[src/common/axsf_consts.svh]
// Register map, field positions and reset values of the stream queue
`ifndef AXSF_CONSTS_SVH
`define AXSF_CONSTS_SVH

// Register byte offsets
`define AXSF_CTRL_OFS 8'h00
`define AXSF_STAT_OFS 8'h04
`define AXSF_DEPTH_OFS 8'h08

// Field positions
`define AXSF_CTRL_FLUSH_BIT 0
`define AXSF_STAT_EMPTY_BIT 30
`define AXSF_STAT_FULL_BIT 31

// Reset values
`define AXSF_PRDATA_RST 32'h0000_0000
`define AXSF_COUNT_RST 0

// Documented depth range in words
`define AXSF_DEPTH_MIN 16
`define AXSF_DEPTH_MAX 4194304

`endif

[src/common/axsf_pkg.sv]
// Types shared by the stream queue modules
package axsf_pkg;

    // Storage flavour: registered-read block memory or combinational-read distributed memory
    typedef enum logic [0:0]
    {
        AXSF_RAM_BLOCK = 1'b0,
        AXSF_RAM_DIST = 1'b1
    } axsf_ram_style_type;

endpackage : axsf_pkg

[src/common/axsf_ram_if.sv]
// Storage port bundle between queue control and its memory
`timescale 1ns/1ns
interface axsf_ram_if #(
    parameter int AW = 4,
    parameter int W = 8
);
    logic we;
    logic [AW-1:0] wa;
    logic [W-1:0] wd;
    logic [AW-1:0] ra;
    logic [W-1:0] rd;

    modport ctrl (output we, output wa, output wd, output ra, input rd);
    modport mem (input we, input wa, input wd, input ra, output rd);
endinterface : axsf_ram_if

[src/rtl/axsf_ram.sv]
// Word storage of the stream queue, block or distributed flavour
`timescale 1ns/1ns
module axsf_ram #(
    parameter int DEPTH = 16,
    parameter int AW = 4,
    parameter int W = 8,
    parameter axsf_pkg::axsf_ram_style_type RAM_STYLE = axsf_pkg::AXSF_RAM_BLOCK
)(
    // Clock
    input wire logic pclk,
    // Storage port
    axsf_ram_if.mem ram
);
    import axsf_pkg::*;

    logic [W-1:0] mem_q [DEPTH];

    // Write port, no reset so it maps onto memory primitives
    always_ff @(posedge pclk)
    begin
        if (ram.we)
        begin
            mem_q[ram.wa] <= ram.wd;
        end
    end

    generate
        if (RAM_STYLE == AXSF_RAM_BLOCK)
        begin : g_block
            logic [W-1:0] rd_q;
            // Registered read; a write to the address being read is forwarded so the head is never stale
            always_ff @(posedge pclk)
            begin
                rd_q <= (ram.we && ram.wa == ram.ra) ? ram.wd : mem_q[ram.ra];
            end
            assign ram.rd = rd_q;
        end
        else
        begin : g_dist
            // Combinational read of the current head
            assign ram.rd = mem_q[ram.ra];
        end
    endgenerate

endmodule : axsf_ram

[src/rtl/axsf_apb.sv]
// APB register slave of the stream queue: flush control and status
`timescale 1ns/1ns
`include "axsf_consts.svh"
module axsf_apb #(
    parameter int CW = 5,
    parameter int DEPTH = 16
)(
    // Clock and reset
    input wire logic pclk,
    input wire logic presetn,
    // APB slave
    input wire logic psel,
    input wire logic penable,
    input wire logic pwrite,
    input wire logic [7:0] paddr,
    input wire logic [31:0] pwdata,
    output logic [31:0] prdata,
    output logic pready,
    output logic pslverr,
    // Queue state and control
    input wire logic [CW-1:0] count,
    input wire logic full,
    input wire logic empty,
    output logic flush
);
    import axsf_pkg::*;

    logic pready_q;
    logic [31:0] prdata_q;
    logic pslverr_q;
    logic flush_q;
    logic [31:0] rd_w;
    logic miss_w;
    wire setup_w = psel && !penable;
    wire access_w = psel && penable && pready_q;

    // Address decode of the read value and of unmapped offsets
    always_comb
    begin
        rd_w = `AXSF_PRDATA_RST;
        miss_w = 1'b0;
        if (paddr == `AXSF_CTRL_OFS)
        begin
            rd_w = `AXSF_PRDATA_RST;
        end
        else if (paddr == `AXSF_STAT_OFS)
        begin
            rd_w[CW-1:0] = count;
            rd_w[`AXSF_STAT_FULL_BIT] = full;
            rd_w[`AXSF_STAT_EMPTY_BIT] = empty;
        end
        else if (paddr == `AXSF_DEPTH_OFS)
        begin
            rd_w = 32'(DEPTH);
        end
        else
        begin
            miss_w = 1'b1;
        end
    end

    // Answer is prepared in the setup cycle so every access takes one wait-free access cycle
    always_ff @(posedge pclk or negedge presetn)
    begin
        if (!presetn)
        begin
            pready_q <= 1'b0;
            prdata_q <= `AXSF_PRDATA_RST;
            pslverr_q <= 1'b0;
            flush_q <= 1'b0;
        end
        else
        begin
            pready_q <= setup_w;
            prdata_q <= setup_w ? rd_w : prdata_q;
            pslverr_q <= setup_w && miss_w;
            flush_q <= access_w && pwrite && paddr == `AXSF_CTRL_OFS && pwdata[`AXSF_CTRL_FLUSH_BIT];
        end
    end

    assign prdata = prdata_q;
    assign pready = pready_q;
    assign pslverr = pslverr_q;
    assign flush = flush_q;
endmodule : axsf_apb

[src/rtl/axsf_fifo.sv]
// Single-clock stream queue with stream write and read channels and APB status
// What this block does
// - Words leave in the order they arrived
// - Transfer only when valid and ready coincide
// - Write ready only when a word fits
// - Depth is a parameter, sixteen to 4M
// - Whole-byte payload passes through unchanged
// - Strobe, one bit per byte, stored with word
// - Keep bits stored and forwarded per word
// - Packet end marker travels with its word
// - Destination, identifier, user fields travel along
// - Optional active-low reset empties the queue
// - Occupancy count lags stored words by one edge
// - Accepted write shows in count next edge
// - Count width is log2 depth plus one
// - One clock; block or distributed storage option
//
// Added by the designer: the register addresses and the APB interface to the registers.
`timescale 1ns/1ns
`include "axsf_consts.svh"
module axsf_fifo #(
    parameter int DEPTH = 16,
    parameter int DATA_BYTES = 4,
    parameter int DEST_W = 4,
    parameter int ID_W = 4,
    parameter int USER_W = 4,
    parameter bit HAS_STRB = 1'b1,
    parameter bit HAS_KEEP = 1'b1,
    parameter bit HAS_LAST = 1'b1,
    parameter bit HAS_DEST = 1'b1,
    parameter bit HAS_ID = 1'b1,
    parameter bit HAS_USER = 1'b1,
    parameter bit HAS_ARESTN = 1'b1,
    parameter bit HAS_COUNT = 1'b1,
    parameter axsf_pkg::axsf_ram_style_type RAM_STYLE = axsf_pkg::AXSF_RAM_BLOCK
)(
    // Clock and resets
    input wire logic pclk,
    input wire logic presetn,
    input wire logic arestn,
    // APB slave
    input wire logic psel,
    input wire logic penable,
    input wire logic pwrite,
    input wire logic [7:0] paddr,
    input wire logic [31:0] pwdata,
    output logic [31:0] prdata,
    output logic pready,
    output logic pslverr,
    // Write channel, stream slave
    input wire logic s_axis_tvalid,
    output logic s_axis_tready,
    input wire logic [8*DATA_BYTES-1:0] s_axis_tdata,
    input wire logic [DATA_BYTES-1:0] s_axis_tstrb,
    input wire logic [DATA_BYTES-1:0] s_axis_tkeep,
    input wire logic s_axis_tlast,
    input wire logic [DEST_W-1:0] s_axis_tdest,
    input wire logic [ID_W-1:0] s_axis_tid,
    input wire logic [USER_W-1:0] s_axis_tuser,
    // Read channel, stream master
    output logic m_axis_tvalid,
    input wire logic m_axis_tready,
    output logic [8*DATA_BYTES-1:0] m_axis_tdata,
    output logic [DATA_BYTES-1:0] m_axis_tstrb,
    output logic [DATA_BYTES-1:0] m_axis_tkeep,
    output logic m_axis_tlast,
    output logic [DEST_W-1:0] m_axis_tdest,
    output logic [ID_W-1:0] m_axis_tid,
    output logic [USER_W-1:0] m_axis_tuser,
    // Occupancy
    output logic [$clog2(DEPTH):0] data_count
);
    import axsf_pkg::*;

    localparam int DW = 8 * DATA_BYTES;
    localparam int AW = $clog2(DEPTH);
    localparam int CW = $clog2(DEPTH) + 1;
    localparam int W = DW + 2 * DATA_BYTES + 1 + DEST_W + ID_W + USER_W;
    localparam int KP = DW + DATA_BYTES;
    localparam int LP = KP + DATA_BYTES;
    localparam int DP = LP + 1;
    localparam int IP = DP + DEST_W;
    localparam int UP = IP + ID_W;

    // Wrap-around pointer step, used by both pointers
    function automatic logic [AW-1:0] ptr_next(input logic [AW-1:0] p);
        ptr_next = (p == AW'(DEPTH - 1)) ? '0 : p + 1'b1;
    endfunction : ptr_next

    logic [CW-1:0] count_q;
    logic [CW-1:0] count_d;
    logic [CW-1:0] data_count_q;
    logic [AW-1:0] wr_ptr_q;
    logic [AW-1:0] rd_ptr_q;
    logic [AW-1:0] rd_ptr_d;
    logic s_tready_q;
    logic m_tvalid_q;
    logic [W-1:0] m_word_q;
    logic [W-1:0] m_word_d;
    logic m_tvalid_d;
    logic reg_flush;
    logic [CW-1:0] mem_cnt;

    axsf_ram_if #(.AW(AW), .W(W)) ram_bus ();

    // Absent qualifiers read as all bytes valid, absent fields as zero
    wire [DATA_BYTES-1:0] strb_w = HAS_STRB ? s_axis_tstrb : '1;
    wire [DATA_BYTES-1:0] keep_w = HAS_KEEP ? s_axis_tkeep : '1;
    wire last_w = HAS_LAST ? s_axis_tlast : 1'b0;
    wire [DEST_W-1:0] dest_w = HAS_DEST ? s_axis_tdest : '0;
    wire [ID_W-1:0] id_w = HAS_ID ? s_axis_tid : '0;
    wire [USER_W-1:0] user_w = HAS_USER ? s_axis_tuser : '0;
    // Sideband is packed beside the payload so it cannot drift from its word
    wire [W-1:0] in_word = {user_w, id_w, dest_w, last_w, keep_w, strb_w, s_axis_tdata};

    // Handshakes and flush sources
    wire flush = (HAS_ARESTN && !arestn) || reg_flush;
    wire push = s_axis_tvalid && s_tready_q && !flush;
    wire pop = m_tvalid_q && m_axis_tready;

    // The output register counts as one stored word; the rest sit in memory
    assign mem_cnt = count_q - CW'(m_tvalid_q);
    wire mem_empty = (mem_cnt == '0);
    wire load = (!m_tvalid_q || pop) && (!mem_empty || push);
    wire bypass = load && mem_empty;
    wire from_mem = load && !mem_empty;

    // Next head, count and valid
    assign rd_ptr_d = from_mem ? ptr_next(rd_ptr_q) : rd_ptr_q;
    assign m_word_d = bypass ? in_word : (from_mem ? ram_bus.rd : m_word_q);
    assign m_tvalid_d = load || (m_tvalid_q && !pop);
    assign count_d = count_q + CW'(push) - CW'(pop);

    // Storage port; block memory is addressed one cycle ahead to hide its read register
    assign ram_bus.we = push && !bypass;
    assign ram_bus.wa = wr_ptr_q;
    assign ram_bus.wd = in_word;
    assign ram_bus.ra = (RAM_STYLE == AXSF_RAM_BLOCK) ? rd_ptr_d : rd_ptr_q;

    // Queue state
    always_ff @(posedge pclk or negedge presetn)
    begin
        if (!presetn)
        begin
            count_q <= CW'(`AXSF_COUNT_RST);
            wr_ptr_q <= '0;
            rd_ptr_q <= '0;
            s_tready_q <= 1'b0;
            m_tvalid_q <= 1'b0;
        end
        else if (flush)
        begin
            count_q <= CW'(`AXSF_COUNT_RST);
            wr_ptr_q <= '0;
            rd_ptr_q <= '0;
            s_tready_q <= 1'b0;
            m_tvalid_q <= 1'b0;
        end
        else
        begin
            count_q <= count_d;
            wr_ptr_q <= ram_bus.we ? ptr_next(wr_ptr_q) : wr_ptr_q;
            rd_ptr_q <= rd_ptr_d;
            s_tready_q <= (count_d < CW'(DEPTH));
            m_tvalid_q <= m_tvalid_d;
        end
    end

    // Output word and reported count; the count lags one edge, so it under-reports after a push and over-reports after a pop
    always_ff @(posedge pclk or negedge presetn)
    begin
        if (!presetn)
        begin
            m_word_q <= '0;
            data_count_q <= CW'(`AXSF_COUNT_RST);
        end
        else
        begin
            m_word_q <= m_word_d;
            data_count_q <= HAS_COUNT ? count_q : '0;
        end
    end

    axsf_ram #(
        .DEPTH(DEPTH),
        .AW(AW),
        .W(W),
        .RAM_STYLE(RAM_STYLE)
    ) u_ram (
        .pclk(pclk),
        .ram(ram_bus.mem)
    );

    axsf_apb #(
        .CW(CW),
        .DEPTH(DEPTH)
    ) u_apb (
        .pclk(pclk),
        .presetn(presetn),
        .psel(psel),
        .penable(penable),
        .pwrite(pwrite),
        .paddr(paddr),
        .pwdata(pwdata),
        .prdata(prdata),
        .pready(pready),
        .pslverr(pslverr),
        .count(count_q),
        .full(count_q == CW'(DEPTH)),
        .empty(count_q == '0),
        .flush(reg_flush)
    );

    // Port mapping of the packed output word
    assign s_axis_tready = s_tready_q;
    assign m_axis_tvalid = m_tvalid_q;
    assign m_axis_tdata = m_word_q[DW-1:0];
    assign m_axis_tstrb = m_word_q[KP-1:DW];
    assign m_axis_tkeep = m_word_q[LP-1:KP];
    assign m_axis_tlast = m_word_q[LP];
    assign m_axis_tdest = m_word_q[IP-1:DP];
    assign m_axis_tid = m_word_q[UP-1:IP];
    assign m_axis_tuser = m_word_q[W-1:UP];
    assign data_count = data_count_q;
endmodule : axsf_fifo

[config.mk]
export PLATFORM = sky130hd
export DESIGN_NAME = axsf_fifo
export DESIGN_NICKNAME = d
export VERILOG_FILES = /design/src/common/axsf_pkg.sv /design/src/common/axsf_ram_if.sv /design/src/rtl/axsf_ram.sv /design/src/rtl/axsf_apb.sv /design/src/rtl/axsf_fifo.sv
export VERILOG_INCLUDE_DIRS = /design/src /design/src/common
export SDC_FILE = /design/constraint.sdc
export NUM_CORES = 1
export LEC_CHECK = 0
export ABC_CLOCK_PERIOD_IN_PS = 9000
export BUFFER_PORTS_ARGS = -buffer_cell sky130_fd_sc_hd__buf_2
export CELL_PAD_IN_SITES_DETAIL_PLACEMENT = 0
export CELL_PAD_IN_SITES_GLOBAL_PLACEMENT = 1
export CORE_ASPECT_RATIO = 1.5
export CORE_UTILIZATION = 56
export CTS_BUF_LIST = sky130_fd_sc_hd__clkbuf_8
export CTS_CLUSTER_DIAMETER = 100
export CTS_CLUSTER_SIZE = 20
export DETAILED_ROUTE_END_ITERATION = 10
export HOLD_SLACK_MARGIN = 0.03
export PLACE_DENSITY_LB_ADDON = 0.1
export SYNTH_ARGS = -nofsm -noshare
export SYNTH_HDL_FRONTEND = slang
export SYNTH_SLANG_ARGS = --single-unit
[constraint.sdc]
create_clock -name pclk -period 9 [get_ports pclk]
set_clock_uncertainty 0.05 [all_clocks]
set_input_delay 1.8 -clock pclk [delete_from_list [all_inputs] [get_ports pclk]]
set_output_delay 1.8 -clock pclk [all_outputs]
set_load 0.1 [all_outputs]
Word level (Yosys, flattened, before mapping). Memory sizes are Yosys's and may differ from the RTL's. A register that Yosys moved wholly into a read port is not among the register bits. Cells that the tools add are included.

Memories: 1. Bits in registers: 108. Memory bits (writable): 848. Output and inout port bits: 94. Word-level logic and storage cells: 75.

Magnitude comparators: 1. Equality and inequality tests: 5. Reduce and logical (&&, ||, !) cells: 31. Muxes and demuxes: 21. $add $sub $neg: 5.

Memory list: u_ram.mem_q (words 16, bits a word 53, rd ports 1, clocked after memory_dff 1, write ports 1, RTL line axsf_ram.sv:16) `logic [W-1:0] mem_q [DEPTH];`.

Operator list (count): 2-to-1 mux 53 bit (2); 2-to-1 mux 32 bit (1); 2-to-1 mux 25 bit (1); 2-to-1 mux 4 bit (6); logical AND 1 bit (15); 2-to-1 mux 5 bit (3); logical NOT 5 bit (2); subtractor 5 x 1 -> 5 bit (2); adder 4 x 1 -> 4 bit, second input constant (2); equality test 4 bit, second input constant (2); equality test 8 x 3 -> 1 bit, second input constant (1); equality test 8 x 4 -> 1 bit, second input constant (1); logical NOT 8 bit (1); logical NOT 1 bit (7); 2-to-1 mux 1 bit (7); adder 5 x 1 -> 5 bit (1); equality test 5 bit, second input constant (1); less-than comparator 5 bit, second input constant (1); logical OR 1 bit (4); nonzero test 2 bit (2); 2-to-1 mux 2 bit (1).

Depth between registers and ports, before layout.
Word-level depth: 11. Gate-level depth with buffers: 11.

Cells and area by module. Synthesis repeated with hierarchy kept, for this count alone.

Cells, all modules: 1706. Area, all modules: 36243.5 sq um.

Modules (own cells, without submodules): axsf_ram (instances 1, seq. area each 25544.5 sq um, area each 31830.5 sq um, cells each 1321); axsf_fifo (instances 1, seq. area each 1826.8 sq um, area each 3774.9 sq um, cells each 315); axsf_apb (instances 1, seq. area each 250.2 sq um, area each 638.1 sq um, cells each 70).

Least setup slack after synthesis. Ideal clock, no wire load.

Path kind: input-to-reg. Start: input arestn. End: memory u_ram.mem_q[1][0] (netlist name) (enable). Buffers on the path: 0. Arrival: 7.710 ns. Stages: 4. Library setup time: 0.596 ns. Required time: 8.354 ns. Path slack: 0.643 ns. Path through: nor2b_1 nand3_1 a21oi_2 nor4bb_1.

Longest elaborated chain between the ends: 11.

Ends and longest elaborated chain: start: declaration (RTL line axsf_fifo.sv:40) `input wire logic arestn,`; logical NOT 1 bit * (RTL line axsf_fifo.sv:117) `wire flush = (HAS_ARESTN && !arestn) || reg_flush;`; logical OR 1 bit * (RTL line axsf_fifo.sv:117); logical NOT 1 bit * (RTL line axsf_fifo.sv:118) `wire push = s_axis_tvalid && s_tready_q && !flush;`; logical AND 1 bit * (RTL line axsf_fifo.sv:118); logical OR 1 bit (RTL line axsf_fifo.sv:124) `wire load = (!m_tvalid_q || pop) && (!mem_empty || push);`; logical AND 1 bit (RTL line axsf_fifo.sv:124); logical AND 1 bit (RTL line axsf_fifo.sv:125) `wire bypass = load && mem_empty;`; logical NOT 1 bit (RTL line axsf_fifo.sv:135) `assign ram_bus.we = push && !bypass;`; logical AND 1 bit * (RTL line axsf_fifo.sv:135); 2-to-1 mux 1 bit * (RTL line axsf_ram.sv:21) `if (ram.we)`; 2-to-1 mux 1 bit (implied by the code) * (RTL line axsf_ram.sv:23) `mem_q[ram.wa] <= ram.wd;`; end: declaration (RTL line axsf_ram.sv:16).

Every way passes the cells marked *; elsewhere a longest branch is shown, timed or not.

Final worst setup path.
Start: input arestn. End: memory u_ram.mem_q[13][23] (netlist name) (enable).

Same word-level chain as after synthesis.

==> results.json <==
{
  "utilization": 0.604,
  "synth-main-ff-cell": "edfxtp_1",
  "relSlewSlack": 0.234,
  "worstRegToRegCells": 9,
  "postRouteAntennaNets": 0,
  "dp_slack_ns": 3.69,
  "worstPathRequired_ns": 9.32,
  "power_mw": 9.96,
  "criticalPathCategory": "input pin to flop",
  "drt-vias-per-instance": 6.44,
  "start_kind": "input pin",
  "synth_edf_count": 848,
  "nets": 1970,
  "dp_hpwl_um": 39700,
  "overflow": 0,
  "yosysWarnings": 0,
  "post-route-period-util": 0.499,
  "hold_violations": 0,
  "cts_buffers": 52,
  "worst_pin_slew_ns": 1.15,
  "grt_use_total": 0.248,
  "areaGrowthSynthToFinish_pct": 6.62,
  "synthDistinctLibCells": 52,
  "tritoncts": "done",
  "async_flop_share": 0.0888,
  "row_count": 113,
  "avgSynthCellArea_um2": 20.6,
  "die_h_um": 312,
  "clock_path_buffers": 3,
  "vias": 17400,
  "synth_top_area_frac": 0.711,
  "start_util": 0.566,
  "yosysMostFrequentCell": "edfxtp_1",
  "cts_resized": 0,
  "min_path_type": "flop to flop",
  "crit_chain": "buf_2 > nor2b_1 > nand3_1 > a21oi_2 > and3_1 > and2_4 > buf_4",
  "holdBufCountCts": 0,
  "drv_slew": 0,
  "ys_seq_area_frac": 0.772,
  "ir_drop_v": 0.000279,
  "synth_area_um2": 35800,
  "clock_latency_ns": 0.73,
  "die_w_um": 208,
  "wl_per_cell_um": 29.3,
  "grt_pass1_wl_um": 117000,
  "wl_um": 79300,
  "crit_arrival_ns": 4.81,
  "holdPathStages": 0,
  "die-area_um2": 65000,
  "syn_inst": 1738,
  "clock-root-buffer": "clkbuf_8",
  "post-cts-setup-buffers": 0,
  "cap_violations": 0,
  "leakage_nw": 12.0,
  "drt_iter0_markers": 1321,
  "grt_pass1_vias": 18200,
  "rsz0062_at_grt": "no",
  "slowest_stage": "a21oi_2",
  "grt_antenna_before_repair": 8,
  "end_kind": "flop",
  "period_minus_slack_ns": 4.49,
  "port_buffers": 138,
  "p_per_area_nw_per_um2": 261,
  "htreeDepth": 2,
  "synthTopCellsByArea": "edfxtp_1 71%, mux4_2 10%, dfrtp_1 5.8%, mux2i_1 3.0%, a221oi_1 1.2%",
  "coreArea_um2": 63200,
  "synth_common_cells": "848 x edfxtp_1, 159 x mux4_2, 107 x mux2i_1, 83 x dfrtp_1",
  "fin_setup_tns_ns": 0,
  "crit_path_max_incr_delay_ns": 0.61,
  "max_freq_mhz": 223,
  "crit_path_max_fanout": 30,
  "drtPass1Iterations": 5,
  "drcViolationCount": 0,
  "cts.sinks": 935,
  "globalplace.congestion": 0.740,
  "finalSetupViolCount": 0,
  "synth_seq_cells": 935,
  "drive_above_1_share": 0.224,
  "clk_pin_slew_ns": 0.12,
  "grt_max_degree": 120,
  "io_pins": 195,
  "yosys.area.top_type": "edfxtp_1",
  "status": "finished, final reports clean",
  "finalWorstSetupSlack_ns": 4.51
}
## layer usage
layer	vias up	GRT usage	routed length (um)	part of all wire
met1	9315	0.325	31100	0.39
li1	7412	-	-	-
met5	-	0	53	0.00067
met3	119	0.0342	4270	0.054
met4	10	0.0650	1820	0.023
met2	563	0.437	42100	0.53
## where the power goes
group          leakage (nW)  internal (mW)  switching (mW)
registers              8.65           4.91           0.231
clock network         0.595          0.565            1.26
logic                  2.71          0.940            2.05
total                  12.0           6.42            3.54
## sequential cells by signal, summed over array words and instances (netlist names), named ones only
signal         cells
u_apb.pslverr      1
m_axis_tvalid      1
s_axis_tready      1
data_count         5
rd_ptr_q           4
m_word_q          53
u_apb.flush        1
u_apb.prdata       7
ram_bus.wa         4
count_q            5
u_ram.mem_q      848
u_apb.pready       1
## kinds of logic (layout without fill, tap and decap cells)
kind of cell,count (synthesis),in the layout,synth area share
AND/OR/NAND/NOR,82,82,0.0130
AO/OA/AOI/OAI,292,292,0.0573
other,1,29,0.000105
XOR/XNOR,5,5,0.00143
buffers and inverters,140,272,0.0205
multiplexers,268,268,0.131
flip-flops,935,935,0.772
adder cells (fa/ha/maj),15,15,0.00545
## cell usage in the layout (no fill, tap or decap), drive strengths merged, types with 12 or more instances in the layout
cell type,count
a221oi,51
a22oi,55
a31oi,55
and2,14
and3,12
buf,167
clkbuf,54
conb,25
dfrtp,83
edfxtp,848
ha,14
inv,50
mux2i,107
mux4,159
nand2,12
nor2,12
o21ai,55
o22ai,53
## path summary, 6_finish.rpt
path / end / from / slack (ns)
worst max register to register: u_ram.mem_q[13][23] / count_q[1] / 5.12
worst min-delay path: data_count[0] / count_q[0] / 0.42
min in group asynchronous: s_axis_tready / presetn / 1.01
worst max-delay path: u_ram.mem_q[13][23] / arestn / 4.51
max in group asynchronous: m_word_q[43] / presetn / 6.56
worst min register to register: data_count[0] / count_q[0] / 0.42
## worst max-delay path, delay by kind of cell
kind            cells  cell delay [ns]
simple gates        4             1.67
buf+inv             2             0.68
compound gates      1             0.61
## area by class of cell
type | count | area, um2
multi-input combinational | 687 | 7640
tap | 805 | 1010
sequential | 935 | 27600
timing repair buffer | 167 | 936
clock inverter | 40 | 159
fill | 4613 | 25000
clock buffer | 54 | 743
antenna | 4 | 10.0
inverter | 11 | 41.3
## stage by stage
stage          instances  hold WS, ns  instance area, um2
2_1_floorplan       1762        0.350               35900
3_3_place_gp        2605        0.398               37300
3_5_place_dp        2605        0.408               37300
4_1_cts             2699        0.436               38200
5_1_grt             2701        0.448               38200
6_report            2703        0.423               38200
Note: power is estimated with default switching activity, not from simulation.
